==> config.mk <==
export PLATFORM = sky130hd
export DESIGN_NAME = high_side_switch_timer_ctrl
export DESIGN_NICKNAME = d
export VERILOG_FILES = /design/src/common/hs_timer_pkg.sv /design/src/logic/cyclic_timer.sv /design/src/logic/high_side_switch_timer_ctrl.sv
export SDC_FILE = /design/constraint.sdc
export NUM_CORES = 1
export LEC_CHECK = 0
export BUFFER_PORTS_ARGS = -buffer_cell sky130_fd_sc_hd__clkbuf_2
export CAP_MARGIN = 20
export CORE_MARGIN = 3
export CORE_UTILIZATION = 50
export DETAILED_ROUTE_END_ITERATION = 10
export PLACE_DENSITY = 0.67
export SETUP_SLACK_MARGIN = 0.1
export SLEW_MARGIN = 20
export SYNTH_ARGS = -nofsm -noshare
export SYNTH_HDL_FRONTEND = slang
export SYNTH_SLANG_ARGS = --single-unit
==> constraint.sdc <==
create_clock -name clk_i -period 5.2 [get_ports clk_i]
set_clock_uncertainty 0.15 [all_clocks]
set_input_delay 0.26 -clock clk_i [delete_from_list [all_inputs] [get_ports clk_i]]
set_output_delay 0.26 -clock clk_i [all_outputs]
set_load 0.005 [all_outputs]
==> src/common/hs_timer_pkg.sv <==
// Package: register map, field layout, codes and timing for the switch/timer block
package hs_timer_pkg;

    // ==========================================================
    // Register addresses (7-bit serial frame address)
    localparam logic [6:0] ADDR_TIMER1 = 7'h0c;
    localparam logic [6:0] ADDR_TIMER2 = 7'h0d;
    localparam logic [6:0] ADDR_SHUTDOWN = 7'h10;
    localparam logic [6:0] ADDR_SRC_LOW = 7'h14;
    localparam logic [6:0] ADDR_SRC_HIGH = 7'h15;
    localparam logic [6:0] ADDR_PWM1_DUTY = 7'h18;
    localparam logic [6:0] ADDR_PWM2_DUTY = 7'h19;
    localparam logic [6:0] ADDR_PWM_RATE = 7'h1c;

    // ==========================================================
    // Reset values and writable-bit masks
    localparam logic [7:0] TIMER_RST = 8'h00;
    localparam logic [7:0] SD_RST = 8'h00;
    localparam logic [7:0] SRC_RST = 8'h00;
    localparam logic [7:0] PWM_RST = 8'h00;
    localparam logic [7:0] TIMER_WMASK = 8'h77;
    localparam logic [7:0] SD_WMASK = 8'h70;
    localparam logic [7:0] SRC_WMASK = 8'h77;
    localparam logic [7:0] RATE_WMASK = 8'h05;
    localparam logic [7:0] DUTY_FULL = 8'hff;

    // ==========================================================
    // Field positions
    localparam int unsigned ON_LSB = 4;
    localparam int unsigned PER_LSB = 0;
    localparam int unsigned SD_OV_DIS_BIT = 6;
    localparam int unsigned SD_UV_DIS_BIT = 5;
    localparam int unsigned SD_REC_BIT = 4;
    localparam int unsigned RATE1_BIT = 0;
    localparam int unsigned RATE2_BIT = 2;
    localparam int unsigned SRC_STRIDE = 4;

    // ==========================================================
    // Codes
    typedef enum logic [2:0] {
        SRC_OFF = 3'b000,
        SRC_ON = 3'b001,
        SRC_TIMER1 = 3'b010,
        SRC_TIMER2 = 3'b011,
        SRC_PWM1 = 3'b100,
        SRC_PWM2 = 3'b101
    } src_sel_e;
    localparam logic [2:0] ON_STOP_LOW = 3'b000;
    localparam logic [2:0] ON_STOP_HIGH = 3'b110;
    localparam logic [2:0] ON_RESERVED = 3'b111;
    localparam logic [2:0] PER_RESERVED = 3'b111;

    typedef enum logic [1:0] {
        TMR_STOP_LOW = 2'b00,
        TMR_STOP_HIGH = 2'b01,
        TMR_RUN = 2'b10
    } tmr_state_e;

    // ==========================================================
    // Timing
    localparam int unsigned CLK_PERIOD_NS = 50;
    localparam int unsigned TICK_NS = 100000;
    localparam int unsigned TICK_CYC = (TICK_NS + CLK_PERIOD_NS - 1) / CLK_PERIOD_NS;
    localparam int unsigned PWM_STEPS = 255;
    localparam int unsigned PWM_SLOW_PERIOD_NS = 5000000;
    localparam int unsigned PWM_FAST_PERIOD_NS = 2500000;
    localparam int unsigned PWM_SLOW_STEP_CYC = PWM_SLOW_PERIOD_NS / (CLK_PERIOD_NS * PWM_STEPS);
    localparam int unsigned PWM_FAST_STEP_CYC = PWM_FAST_PERIOD_NS / (CLK_PERIOD_NS * PWM_STEPS);

    // ==========================================================
    // Register access request
    typedef struct packed {
        logic wr;
        logic rd;
        logic [6:0] addr;
        logic [7:0] wdata;
    } reg_req_s;

    // On-time in 0.1 ms ticks
    function automatic logic [14:0] on_ticks(input logic [2:0] code);
        case (code)
            3'b001: on_ticks = 15'd1;
            3'b010: on_ticks = 15'd3;
            3'b011: on_ticks = 15'd10;
            3'b100: on_ticks = 15'd100;
            3'b101: on_ticks = 15'd200;
            default: on_ticks = 15'd0;
        endcase
    endfunction : on_ticks

    // Period in 0.1 ms ticks
    function automatic logic [14:0] per_ticks(input logic [2:0] code);
        case (code)
            3'b000: per_ticks = 15'd100;
            3'b001: per_ticks = 15'd200;
            3'b010: per_ticks = 15'd500;
            3'b011: per_ticks = 15'd1000;
            3'b100: per_ticks = 15'd2000;
            3'b101: per_ticks = 15'd10000;
            3'b110: per_ticks = 15'd20000;
            default: per_ticks = 15'd0;
        endcase
    endfunction : per_ticks

endpackage : hs_timer_pkg

==> src/logic/cyclic_timer.sv <==
// Cyclic timer: period and on-time decode, output level for assigned switches
`timescale 1ns/1ps
module cyclic_timer import hs_timer_pkg::*; #(
    parameter int unsigned tick_cycles_p = TICK_CYC
) (
    input wire logic clk_i,
    input wire logic rst_i,
    input wire logic [2:0] on_code_i,
    input wire logic [2:0] per_code_i,
    output logic level_o,
    output logic running_o
);

    tmr_state_e state_r, state_nxt;
    logic [11:0] pre_r, pre_nxt;
    logic [14:0] cnt_r, cnt_nxt;
    logic level_r, level_nxt;
    logic running_r, running_nxt;

    // ==========================================================
    // Next state
    always_comb begin
        state_nxt = TMR_STOP_LOW;
        if (on_code_i == ON_STOP_HIGH) begin
            state_nxt = TMR_STOP_HIGH;
        end else if (on_code_i != ON_STOP_LOW && on_code_i != ON_RESERVED && per_code_i != PER_RESERVED) begin
            state_nxt = TMR_RUN;
        end
        pre_nxt = 12'h000;
        cnt_nxt = 15'h0000;
        level_nxt = (state_nxt == TMR_STOP_HIGH);
        running_nxt = (state_nxt == TMR_RUN);
        if (state_nxt == TMR_RUN && state_r == TMR_RUN) begin
            pre_nxt = pre_r + 12'h001;
            cnt_nxt = cnt_r;
            if (pre_r >= 12'(tick_cycles_p - 1)) begin
                pre_nxt = 12'h000;
                // Period may shrink while running, so wrap on >=
                cnt_nxt = (cnt_r >= per_ticks(per_code_i) - 15'h0001) ? 15'h0000 : cnt_r + 15'h0001;
            end
            level_nxt = (cnt_nxt < on_ticks(on_code_i));
        end else if (state_nxt == TMR_RUN) begin
            level_nxt = 1'b1;
        end
    end

    always_ff @(posedge clk_i) begin
        if (rst_i) begin
            state_r <= TMR_STOP_LOW;
            pre_r <= 12'h000;
            cnt_r <= 15'h0000;
            level_r <= 1'b0;
            running_r <= 1'b0;
        end else begin
            state_r <= state_nxt;
            pre_r <= pre_nxt;
            cnt_r <= cnt_nxt;
            level_r <= level_nxt;
            running_r <= running_nxt;
        end
    end

    assign level_o = level_r;
    assign running_o = running_r;
endmodule : cyclic_timer

==> src/logic/high_side_switch_timer_ctrl.sv <==
// High-side switch source selection, cyclic timers, PWM and supply shutdown
//
// Behaviour
// - Timer on-time code 000 stops the timer, assigned switches low.
// - Timer on-time code 110 stops the timer, assigned switches high; 111 reserved.
// - On-time code 001..101 gives 0.1, 0.3, 1.0, 10, 20 ms.
// - Period code 000..110 gives 10, 20, 50, 100, 200 ms, 1 s, 2 s.
// - Software assigns a timer first; writing a running on-time starts it.
// - Restart with cyclic sensing also clears timer period and on-time.
// - Reserved bits read zero and ignore writes.
// - Second timer register clears on power-on, soft reset and restart.
// - Shutdown bit 6 zero: supply overvoltage turns all four switches off.
// - Shutdown bit 5 zero: supply undervoltage turns all four switches off.
// - Shutdown bit 4 one restores switches after fault, zero keeps them off.
// - Shutdown register clears on reset; restart keeps only bits 6:4.
// - Source codes: off, on, timer1, timer2, PWM1, PWM2; 110/111 reserved.
// - Switches 1,2 at bits 2:0 and 6:4 of low register; 3,4 high.
// - Overcurrent or overtemperature clears that switch's source field.
// - Both source registers clear on power-on, soft reset and restart.
// - First timer uses the same encodings in its own register.
// - PWM duty of 255 steps: 0 always off, 255 always on.
// - PWM runs at 200 Hz with rate bit 0, 400 Hz with 1.
`timescale 1ns/1ps
module high_side_switch_timer_ctrl import hs_timer_pkg::*; #(
    parameter int unsigned tick_cycles_p = TICK_CYC,
    parameter int unsigned pwm_slow_step_p = PWM_SLOW_STEP_CYC,
    parameter int unsigned pwm_fast_step_p = PWM_FAST_STEP_CYC
) (
    input wire logic clk_i,
    input wire logic rst_i,
    input wire logic soft_reset_i,
    input wire logic restart_i,
    input wire reg_req_s reg_req_i,
    input wire logic supply_overvolt_i,
    input wire logic supply_undervolt_i,
    input wire logic [3:0] switch_fault_i,
    output logic [7:0] rdata_o,
    output logic [3:0] high_side_output_o,
    output logic [1:0] timer_running_o
);

    // ==========================================================
    // Registers
    logic [7:0] first_timer_r, first_timer_nxt;
    logic [7:0] second_timer_r, second_timer_nxt;
    logic [7:0] shutdown_r, shutdown_nxt;
    logic [7:0] src_low_r, src_low_nxt;
    logic [7:0] src_high_r, src_high_nxt;
    logic [7:0] first_pwm_duty_r, first_pwm_duty_nxt;
    logic [7:0] second_pwm_duty_r, second_pwm_duty_nxt;
    logic [7:0] pwm_rate_r, pwm_rate_nxt;
    logic [7:0] rdata_r, rdata_nxt;
    logic supply_shut_r, supply_shut_nxt;
    logic supply_shut_now;
    logic recover_clear;

    function automatic logic [7:0] fault_keep(input logic [1:0] fault);
        fault_keep = ~{1'b0, {3{fault[1]}}, 1'b0, {3{fault[0]}}};
    endfunction : fault_keep

    always_comb begin
        supply_shut_now = (supply_overvolt_i && !shutdown_r[SD_OV_DIS_BIT]) ||
            (supply_undervolt_i && !shutdown_r[SD_UV_DIS_BIT]);
        supply_shut_nxt = supply_shut_now;
        // Without recovery the fault is made permanent by dropping the sources
        recover_clear = supply_shut_r && !supply_shut_now && !shutdown_r[SD_REC_BIT];

        first_timer_nxt = first_timer_r;
        second_timer_nxt = second_timer_r;
        shutdown_nxt = shutdown_r;
        src_low_nxt = src_low_r;
        src_high_nxt = src_high_r;
        first_pwm_duty_nxt = first_pwm_duty_r;
        second_pwm_duty_nxt = second_pwm_duty_r;
        pwm_rate_nxt = pwm_rate_r;

        if (reg_req_i.wr) begin
            case (reg_req_i.addr)
                ADDR_TIMER1: first_timer_nxt = reg_req_i.wdata & TIMER_WMASK;
                ADDR_TIMER2: second_timer_nxt = reg_req_i.wdata & TIMER_WMASK;
                ADDR_SHUTDOWN: shutdown_nxt = reg_req_i.wdata & SD_WMASK;
                ADDR_SRC_LOW: src_low_nxt = reg_req_i.wdata & SRC_WMASK;
                ADDR_SRC_HIGH: src_high_nxt = reg_req_i.wdata & SRC_WMASK;
                ADDR_PWM1_DUTY: first_pwm_duty_nxt = reg_req_i.wdata;
                ADDR_PWM2_DUTY: second_pwm_duty_nxt = reg_req_i.wdata;
                ADDR_PWM_RATE: pwm_rate_nxt = reg_req_i.wdata & RATE_WMASK;
                default: ;
            endcase
        end

        // Hardware clears beat a simultaneous software write
        src_low_nxt = src_low_nxt & fault_keep(switch_fault_i[1:0]);
        src_high_nxt = src_high_nxt & fault_keep(switch_fault_i[3:2]);
        if (recover_clear) begin
            src_low_nxt = SRC_RST;
            src_high_nxt = SRC_RST;
        end

        if (soft_reset_i) begin
            first_timer_nxt = TIMER_RST;
            second_timer_nxt = TIMER_RST;
            shutdown_nxt = SD_RST;
            src_low_nxt = SRC_RST;
            src_high_nxt = SRC_RST;
            first_pwm_duty_nxt = PWM_RST;
            second_pwm_duty_nxt = PWM_RST;
            pwm_rate_nxt = PWM_RST;
        end else if (restart_i) begin
            // Timers are cleared with the sources so cyclic sensing never sees a stale switch
            first_timer_nxt = TIMER_RST;
            second_timer_nxt = TIMER_RST;
            shutdown_nxt = shutdown_r & SD_WMASK;
            src_low_nxt = SRC_RST;
            src_high_nxt = SRC_RST;
            pwm_rate_nxt = pwm_rate_r & RATE_WMASK;
        end

        rdata_nxt = rdata_r;
        if (reg_req_i.rd) begin
            case (reg_req_i.addr)
                ADDR_TIMER1: rdata_nxt = first_timer_r;
                ADDR_TIMER2: rdata_nxt = second_timer_r;
                ADDR_SHUTDOWN: rdata_nxt = shutdown_r;
                ADDR_SRC_LOW: rdata_nxt = src_low_r;
                ADDR_SRC_HIGH: rdata_nxt = src_high_r;
                ADDR_PWM1_DUTY: rdata_nxt = first_pwm_duty_r;
                ADDR_PWM2_DUTY: rdata_nxt = second_pwm_duty_r;
                ADDR_PWM_RATE: rdata_nxt = pwm_rate_r;
                default: rdata_nxt = 8'h00;
            endcase
        end
    end

    always_ff @(posedge clk_i) begin
        if (rst_i) begin
            first_timer_r <= TIMER_RST;
            second_timer_r <= TIMER_RST;
            shutdown_r <= SD_RST;
            src_low_r <= SRC_RST;
            src_high_r <= SRC_RST;
            first_pwm_duty_r <= PWM_RST;
            second_pwm_duty_r <= PWM_RST;
            pwm_rate_r <= PWM_RST;
            rdata_r <= 8'h00;
            supply_shut_r <= 1'b0;
        end else begin
            first_timer_r <= first_timer_nxt;
            second_timer_r <= second_timer_nxt;
            shutdown_r <= shutdown_nxt;
            src_low_r <= src_low_nxt;
            src_high_r <= src_high_nxt;
            first_pwm_duty_r <= first_pwm_duty_nxt;
            second_pwm_duty_r <= second_pwm_duty_nxt;
            pwm_rate_r <= pwm_rate_nxt;
            rdata_r <= rdata_nxt;
            supply_shut_r <= supply_shut_nxt;
        end
    end

    assign rdata_o = rdata_r;

    // ==========================================================
    // Cyclic timers
    logic [1:0] timer_level;
    logic [1:0] timer_run;

    cyclic_timer #(
        .tick_cycles_p(tick_cycles_p)
    ) u_first_timer (
        .clk_i(clk_i),
        .rst_i(rst_i),
        .on_code_i(first_timer_r[ON_LSB +: 3]),
        .per_code_i(first_timer_r[PER_LSB +: 3]),
        .level_o(timer_level[0]),
        .running_o(timer_run[0])
    );

    cyclic_timer #(
        .tick_cycles_p(tick_cycles_p)
    ) u_second_timer (
        .clk_i(clk_i),
        .rst_i(rst_i),
        .on_code_i(second_timer_r[ON_LSB +: 3]),
        .per_code_i(second_timer_r[PER_LSB +: 3]),
        .level_o(timer_level[1]),
        .running_o(timer_run[1])
    );

    assign timer_running_o = timer_run;

    // ==========================================================
    // PWM channels
    // Step length rounds down, so a period runs slightly short of nominal
    logic [1:0][8:0] pwm_pre_r, pwm_pre_nxt;
    logic [1:0][7:0] pwm_pos_r, pwm_pos_nxt;
    logic [1:0] pwm_level_r, pwm_level_nxt;
    logic [1:0][7:0] pwm_duty;
    logic [1:0] pwm_fast;

    always_comb begin
        pwm_duty = {second_pwm_duty_r, first_pwm_duty_r};
        pwm_fast = {pwm_rate_r[RATE2_BIT], pwm_rate_r[RATE1_BIT]};
        for (int i = 0; i < 2; i++) begin
            pwm_pre_nxt[i] = pwm_pre_r[i] + 9'h001;
            pwm_pos_nxt[i] = pwm_pos_r[i];
            if (pwm_pre_r[i] >= (pwm_fast[i] ? 9'(pwm_fast_step_p - 1) : 9'(pwm_slow_step_p - 1))) begin
                pwm_pre_nxt[i] = 9'h000;
                pwm_pos_nxt[i] = (pwm_pos_r[i] >= 8'(PWM_STEPS - 1)) ? 8'h00 : pwm_pos_r[i] + 8'h01;
            end
            // Position never reaches 255, so full duty stays on and zero stays off
            pwm_level_nxt[i] = (pwm_pos_nxt[i] < pwm_duty[i]);
        end
    end

    always_ff @(posedge clk_i) begin
        if (rst_i) begin
            pwm_pre_r <= '0;
            pwm_pos_r <= '0;
            pwm_level_r <= 2'b00;
        end else begin
            pwm_pre_r <= pwm_pre_nxt;
            pwm_pos_r <= pwm_pos_nxt;
            pwm_level_r <= pwm_level_nxt;
        end
    end

    // ==========================================================
    // Switch outputs
    logic [3:0] hs_on_r, hs_on_nxt;
    logic [15:0] src_all;
    logic [2:0] src_code;

    always_comb begin
        src_all = {src_high_r, src_low_r};
        src_code = SRC_OFF;
        for (int i = 0; i < 4; i++) begin
            src_code = src_all[SRC_STRIDE * i +: 3];
            case (src_code)
                SRC_OFF: hs_on_nxt[i] = 1'b0;
                SRC_ON: hs_on_nxt[i] = 1'b1;
                SRC_TIMER1: hs_on_nxt[i] = timer_level[0];
                SRC_TIMER2: hs_on_nxt[i] = timer_level[1];
                SRC_PWM1: hs_on_nxt[i] = pwm_level_r[0];
                SRC_PWM2: hs_on_nxt[i] = pwm_level_r[1];
                default: hs_on_nxt[i] = 1'b0;
            endcase
            // Sources still hold their old code in the cycle they are dropped
            if (switch_fault_i[i] || supply_shut_now || recover_clear) begin
                hs_on_nxt[i] = 1'b0;
            end
        end
    end

    always_ff @(posedge clk_i) begin
        if (rst_i) begin
            hs_on_r <= 4'h0;
        end else begin
            hs_on_r <= hs_on_nxt;
        end
    end

    assign high_side_output_o = hs_on_r;
endmodule : high_side_switch_timer_ctrl

After elaboration in Yosys (flattened, before gate mapping)
Cells that the tools add are included.
{ "word_totals": {"inputBits": 27, "elab_cells": 205, "out_inout_bits": 14, "ff_bits": 160} }
{ "classes": {"n_mux": 39, "eq_ne": 62, "reduce_logical": 46, "addsub": 10, "n_lt_le_gt_ge": 12, "n_bitwise": 7} }
{ "ops": {"columns": ["cell", "n"], "rows": [
  ["15-bit case mux with 7 select lines", 2],
  ["15-bit 2-to-1 mux", 12],
  ["8-bit case mux with 5 select lines", 2],
  ["8-bit 2-to-1 mux", 8],
  ["8-bit case mux with 8 select lines", 1],
  ["3-bit equality test (second input constant)", 20],
  ["3-bit by 2-bit equality test with 1-bit output (second input constant)", 16],
  ["7-bit by 5-bit equality test with 1-bit output (second input constant)", 6],
  ["15-bit by 1-bit adder with 15-bit output (second input constant)", 2],
  ["15-bit >= comparator", 2],
  ["15-bit < comparator", 2],
  ["15-bit by 1-bit subtractor with 15-bit output (second input constant)", 2],
  ["12-bit by 1-bit adder with 12-bit output (second input constant)", 2],
  ["3-bit by 1-bit equality test with 1-bit output (second input constant)", 8],
  ["12-bit by 11-bit >= comparator with 1-bit output (second input constant)", 2],
  ["1-bit case mux with 5 select lines", 4],
  ["9-bit by 1-bit adder with 9-bit output (second input constant)", 2],
  ["9-bit >= comparator", 2],
  ["9-bit 2-to-1 mux", 2],
  ["2-bit OR reduction", 9],
  ["8-bit by 1-bit adder with 8-bit output (second input constant)", 2],
  ["8-bit AND", 2],
  ["8-bit >= comparator (second input constant)", 2],
  ["8-bit < comparator", 2],
  ["other kinds (17)", 62]
]} }

Depth between registers and ports, before layout
{ "logic_depth": {"word_depth": 15, "depth_mapped": 19, "ltp_nobuf": 18} }

Cells and area by module
Synthesis repeated with hierarchy kept, for this count alone.
{ "hier_totals": {"hier_cells": 1076, "area_unflattened_um2": 9147.5} }
{ "by_module_without_submodules": {"columns": ["module", "seq_area_each_um2", "area_per_inst_um2", "cells_per_inst", "n_inst"], "rows": [
  ["high_side_switch_timer_ctrl", 1881.8, 4992.3, 564, 1],
  ["cyclic_timer at u_second_timer", 600.6, 2110.8, 256, 1],
  ["cyclic_timer at u_first_timer", 600.6, 2044.5, 256, 1]
]} }

Worst setup path after synthesis
No wires, ideal clock.
{ "synth_path": {"path_kind": "reg-to-reg", "start": "register first_timer_r[2]", "end": "register u_first_timer.level_r (netlist: u_first_timer.level_o)", "setup_ps": 84, "stages_incl_launch_ff": 18, "synth_period_minus_slack_ps": 3828, "path_slack_ps": 1372, "t_required_ps": 4966, "arrival_ps": 3593, "n_path_buf": 1, "path_cell_list": "dfxtp_1 -> clkbuf_1 -> inv_1 -> ha_1 -> nand2b_1 -> a21o_1 -> ha_1 -> nand2_1 -> nor2_1 -> a211oi_1 -> nand4_1 -> nor3b_1 -> a21o_1 -> ha_1 -> o211ai_1 -> nand4b_1 -> o221a_2 -> o31ai_2"} }
{ "synth_between": {"elab_chain_cells": 11, "word_cells_on_any_way": 25, "cone_classes": "1 x add/sub; 2 x order compare; 9 x eq/ne; 10 x mux; 3 x reduce/logical"} }
{ "synth_rtl": {"columns": ["element", "line_no", "text"], "rows": [
  ["from (decl)", "high_side_switch_timer_ctrl.sv:44", "logic [7:0] first_timer_r, first_timer_nxt;"],
  ["from (signal assigned)", "high_side_switch_timer_ctrl.sv:147", "first_timer_r <= first_timer_nxt;"],
  ["3-bit equality test (tied with other cells)", "hs_timer_pkg.sv:93", "case (code)"],
  ["15-bit case mux with 7 select lines", "hs_timer_pkg.sv:93", null],
  ["15-bit 2-to-1 mux", "cyclic_timer.sv:36", "if (pre_r >= 12'(tick_cycles_p - 1)) begin"],
  ["15-bit 2-to-1 mux", "cyclic_timer.sv:33", "if (state_nxt == TMR_RUN && state_r == TMR_RUN) begin"],
  ["15-bit by 1-bit subtractor with 15-bit output", "cyclic_timer.sv:39", "cnt_nxt = (cnt_r >= per_ticks(per_code_i) - 15'h0001) ? 15'h0000 : cnt_r + 15'h0001;"],
  ["15-bit >= comparator", "cyclic_timer.sv:39", null],
  ["15-bit 2-to-1 mux", "cyclic_timer.sv:39", null],
  ["15-bit 2-to-1 mux", "cyclic_timer.sv:36", null],
  ["15-bit 2-to-1 mux", "cyclic_timer.sv:33", null],
  ["15-bit < comparator", "cyclic_timer.sv:41", "level_nxt = (cnt_nxt < on_ticks(on_code_i));"],
  ["1-bit 2-to-1 mux *", "cyclic_timer.sv:33", null],
  ["to (signal assigned)", "cyclic_timer.sv:58", "level_r <= level_nxt;"],
  ["to (decl)", "cyclic_timer.sv:17", "logic level_r, level_nxt;"]
]} }
Mark *: on every way between the ends. The rest lies on a longest branch, timed or not. The select of a mux whose other input is x is not followed.
A chain may end at the register's enable or synchronous reset.

Final worst setup path
Same ends and word-level chain as after synthesis.

==> flow_summary.yaml <==
power:
  clock_power_share: 0.487
  peakVddDrop_v: 0.000216
  p_sw_mw: 0.631
  p_per_area_nw_per_um2: 254
  p_sw_frac: 0.254
  internal_power_mw: 1.85
  pwr-share-seq: 0.480
  power_leakage_nw: 3.72
  comb_power_share: 0.033
final_layout:
  final_cells: 1337
  drive_gt1_frac: 0.0886
  filler_cell_count: 1590
  area_growth_syn_to_layout_pct: 10.9
  fin_area_um2: 9790
  nets: 1207
  insertedDiodeCount: 0
die:
  initial_core_util: 0.521
  core_um2: 16900
  die_h_um: 139
  die_x_um: 139
  ioPinCount: 41
  die_area_um2: 19300
  rows: 47
setup_path:
  worstPathMaxFanout: 13
  cp_num_buf_inv: 0
  path_class: "flop to flop"
  cp_cell_sequence: "ha_1 -> nor2b_1 -> xor2_1 -> nor2_1 -> ha_1 -> nand2_1 -> a2111oi_0 -> o211ai_1 -> a31oi_2 -> nor2_1 -> ha_1 -> a21oi_1 -> nor2b_1 -> o21ai_0 -> nand4b_1 -> o31ai_2"
  cp.arrival_ns: 4.40
  crit_family: "compound AO/OA/AOI/OAI gates"
  crit_top_cell: "ha_1"
  slowest_delay_ns: 0.63
  r2r_slack_ns: 0.98
  cp-end-kind: "flop"
  slowest_stage: "dfxtp_1"
  required_ns: 5.38
  worstSetupStartpointType: "flop"
drt:
  firstDrtPassIters: 5
  vias: 7633
  postRouteAntennaNets: 0
  drc: 0
  wl_per_cell_um: 15.6
  drt_iter0_markers: 578
  wirelength_um: 20800
  post_drt_via_cell_ratio: 5.71
timing:
  post-route-period-util: 0.811
  fin_ws_ns: 0.985
  setup_tns_ns: 0
  holdWs_ns: 0.0612
  max_slew_margin: 0.349
  fmax_ghz: 0.237
  period_minus_slack_ns: 4.22
  finalSetupViolations: 0
  maxSlewViolCount: 0
  worstMarginPinSlew_ns: 0.972
  hold_viol_final: 0
  rsz0062_at_grt: "no"
clock_network:
  path_clk_slew_ns: 0.07
  clkLatencyLatePin_ns: 0.43
  postCtsHoldBufs: 6
  cts_tree: "built"
  cts.path.max_buffers: 2
  root_buffer: "clkbuf_16"
  cts_buffers: 17
  cts.sinks: 154
  cts_setup_buffers: 0
  h-tree-depth: 4
  ctsResizeCount: 0
grt:
  grt_pass1_vias: 6945
  grt_pass1_wl_um: 34900
  grt_usage: 0.216
  overflow: 0
  grt_start_max_net_pins: 39
  antenna_found_initial: 0
yosys:
  synth.most_common_cell: "dfxtp_1"
  ys_warn_count: 0
  syn_avg_cell_area_um2: 8.21
  synthTopCellsByCount: "dfxtp_1 (154), nor2_1 (126), nand2_1 (93)"
  ys_types: 69
  synthArstFlopShare: 0
  synthesis.area_um2: 8820
  synth_area_leaders: "dfxtp_1 (35%), ha_1 (11%), nor2_1 (5.4%)"
  post-synth-top-area-fraction: 0.349
  yosysTopAreaCell: "dfxtp_1"
  yosysSeqAreaShare: 0.349
  yosys_most_used_dff: "dfxtp_1"
  ys_ff_latch: 154
  synthCells: 1075
  synth_enable_flop_cells: 0
placed_design:
  pre_cts_slack_ns: 1.08
  portBuffers: 40
  gp_congestion: 0.892
  placed_cell_area_um2: 9150
  dp.cells: 1299
  dp_hpwl_um: 15200
run_status:
  status: "complete, no violations"
run:
  maxCapViolations: 0
worst_hold_path:
  hold_path_class: "input pin to flop"
-- sequential cells by signal, indices dropped and copies added (netlist names), 3 cells and up --
| register | count |
|---|---|
| pwm_pre_r | 18 |
| pwm_pos_r | 16 |
| u_first_timer.cnt_r | 15 |
| u_second_timer.cnt_r | 15 |
| u_first_timer.pre_r | 12 |
| u_second_timer.pre_r | 12 |
| first_pwm_duty_r | 8 |
| rdata_o | 8 |
| second_pwm_duty_r | 8 |
| first_timer_r | 6 |
| second_timer_r | 6 |
| src_high_r | 6 |
| src_low_r | 6 |
| high_side_output_o | 4 |
| shutdown_r | 3 |
-- cells by family (layout without fill, tap and decap cells) --
kind of cell	count (synthesis)	count (layout)	synth area share
and+or+nand+nor	460	460	0.255
AOI/OAI and AO/OA	200	200	0.151
DFF	154	154	0.349
buffers and inverters	91	132	0.0413
adders and majority gates	76	76	0.108
xor gates and xnor gates	74	74	0.0735
muxes	19	19	0.0216
other	1	2	0.000425
-- placed cells by master, fill, tap and decap left out, types with 8 or more instances in the layout --
master / n
a21oi_1: 81
a22oi_1: 14
a31oi_1: 8
and3_1: 20
clkbuf_16: 17
clkbuf_2: 40
dfxtp_1: 154
ha_1: 76
inv_1: 50
mux2i_1: 19
nand2_1: 93
nand2b_1: 10
nand3_1: 77
nand4_1: 17
nor2_1: 126
nor2b_1: 19
nor3_1: 43
nor4_1: 9
o21ai_0: 28
xnor2_1: 34
xor2_1: 40
-- worst paths after layout --
check / start / end / depth (start not counted)
max: first_timer_r[2] / u_first_timer.level_o / 16
min: reg_req_i[5] / second_pwm_duty_r[5] / 3
max reg2reg: first_timer_r[2] / u_first_timer.level_o / 16
min reg2reg: u_second_timer.pre_r[0] / u_second_timer.pre_r[0] / 1
-- cell type report --
| type | count | area (um^2) | area share |
|---|---|---|---|
| Multi-Input combinational cell | 831 | 5380 | 0.550 |
| Sequential cell | 154 | 3080 | 0.315 |
| Clock buffer | 17 | 425 | 0.0435 |
| Timing Repair Buffer | 49 | 283 | 0.0289 |
| Tap cell | 220 | 275 | 0.0281 |
| Inverter | 51 | 191 | 0.0196 |
| Clock inverter | 15 | 151 | 0.0155 |
-- tightest hold or removal path, stage by stage --
cell	delay, ns
clkbuf_2	0.17
nand3_1	0.10
a21oi_1	0.05
-- metal layers --
| metal | routed length (um) | up-vias | GRT usage |
|---|---|---|---|
| met3 | 946 | 10 | 0.0386 |
| met5 | 0 | - | 0 |
| met4 | 142 | 0 | 0.0443 |
| li1 | - | 3879 | - |
| met2 | 9130 | 160 | 0.325 |
| met1 | 10600 | 3584 | 0.323 |
-- power by group through the flow --
| stage | combinational (mW) | sequential, mW | clock (mW) |
|---|---|---|---|
| final | 0.0809 | 1.19 | 1.21 |
| after global routing | 0.0892 | 1.19 | 1.29 |
| after CTS | 0.0804 | 1.19 | 1.23 |
| after detailed placement | 0.0761 | 1.22 | 0 |
| after global placement | 0.0763 | 1.22 | 0 |
| after floorplan | 0.0460 | 1.22 | 0 |
-- stage by stage --
step / power (mW) / util
finish: 2.49 / 0.578
global route: 2.58 / 0.578
CTS: 2.51 / 0.578
detailed placement: 1.30 / 0.540
global placement: 1.30 / 0.540
floorplan: 1.26 / -
Note: power is estimated with default switching activity, not from simulation.
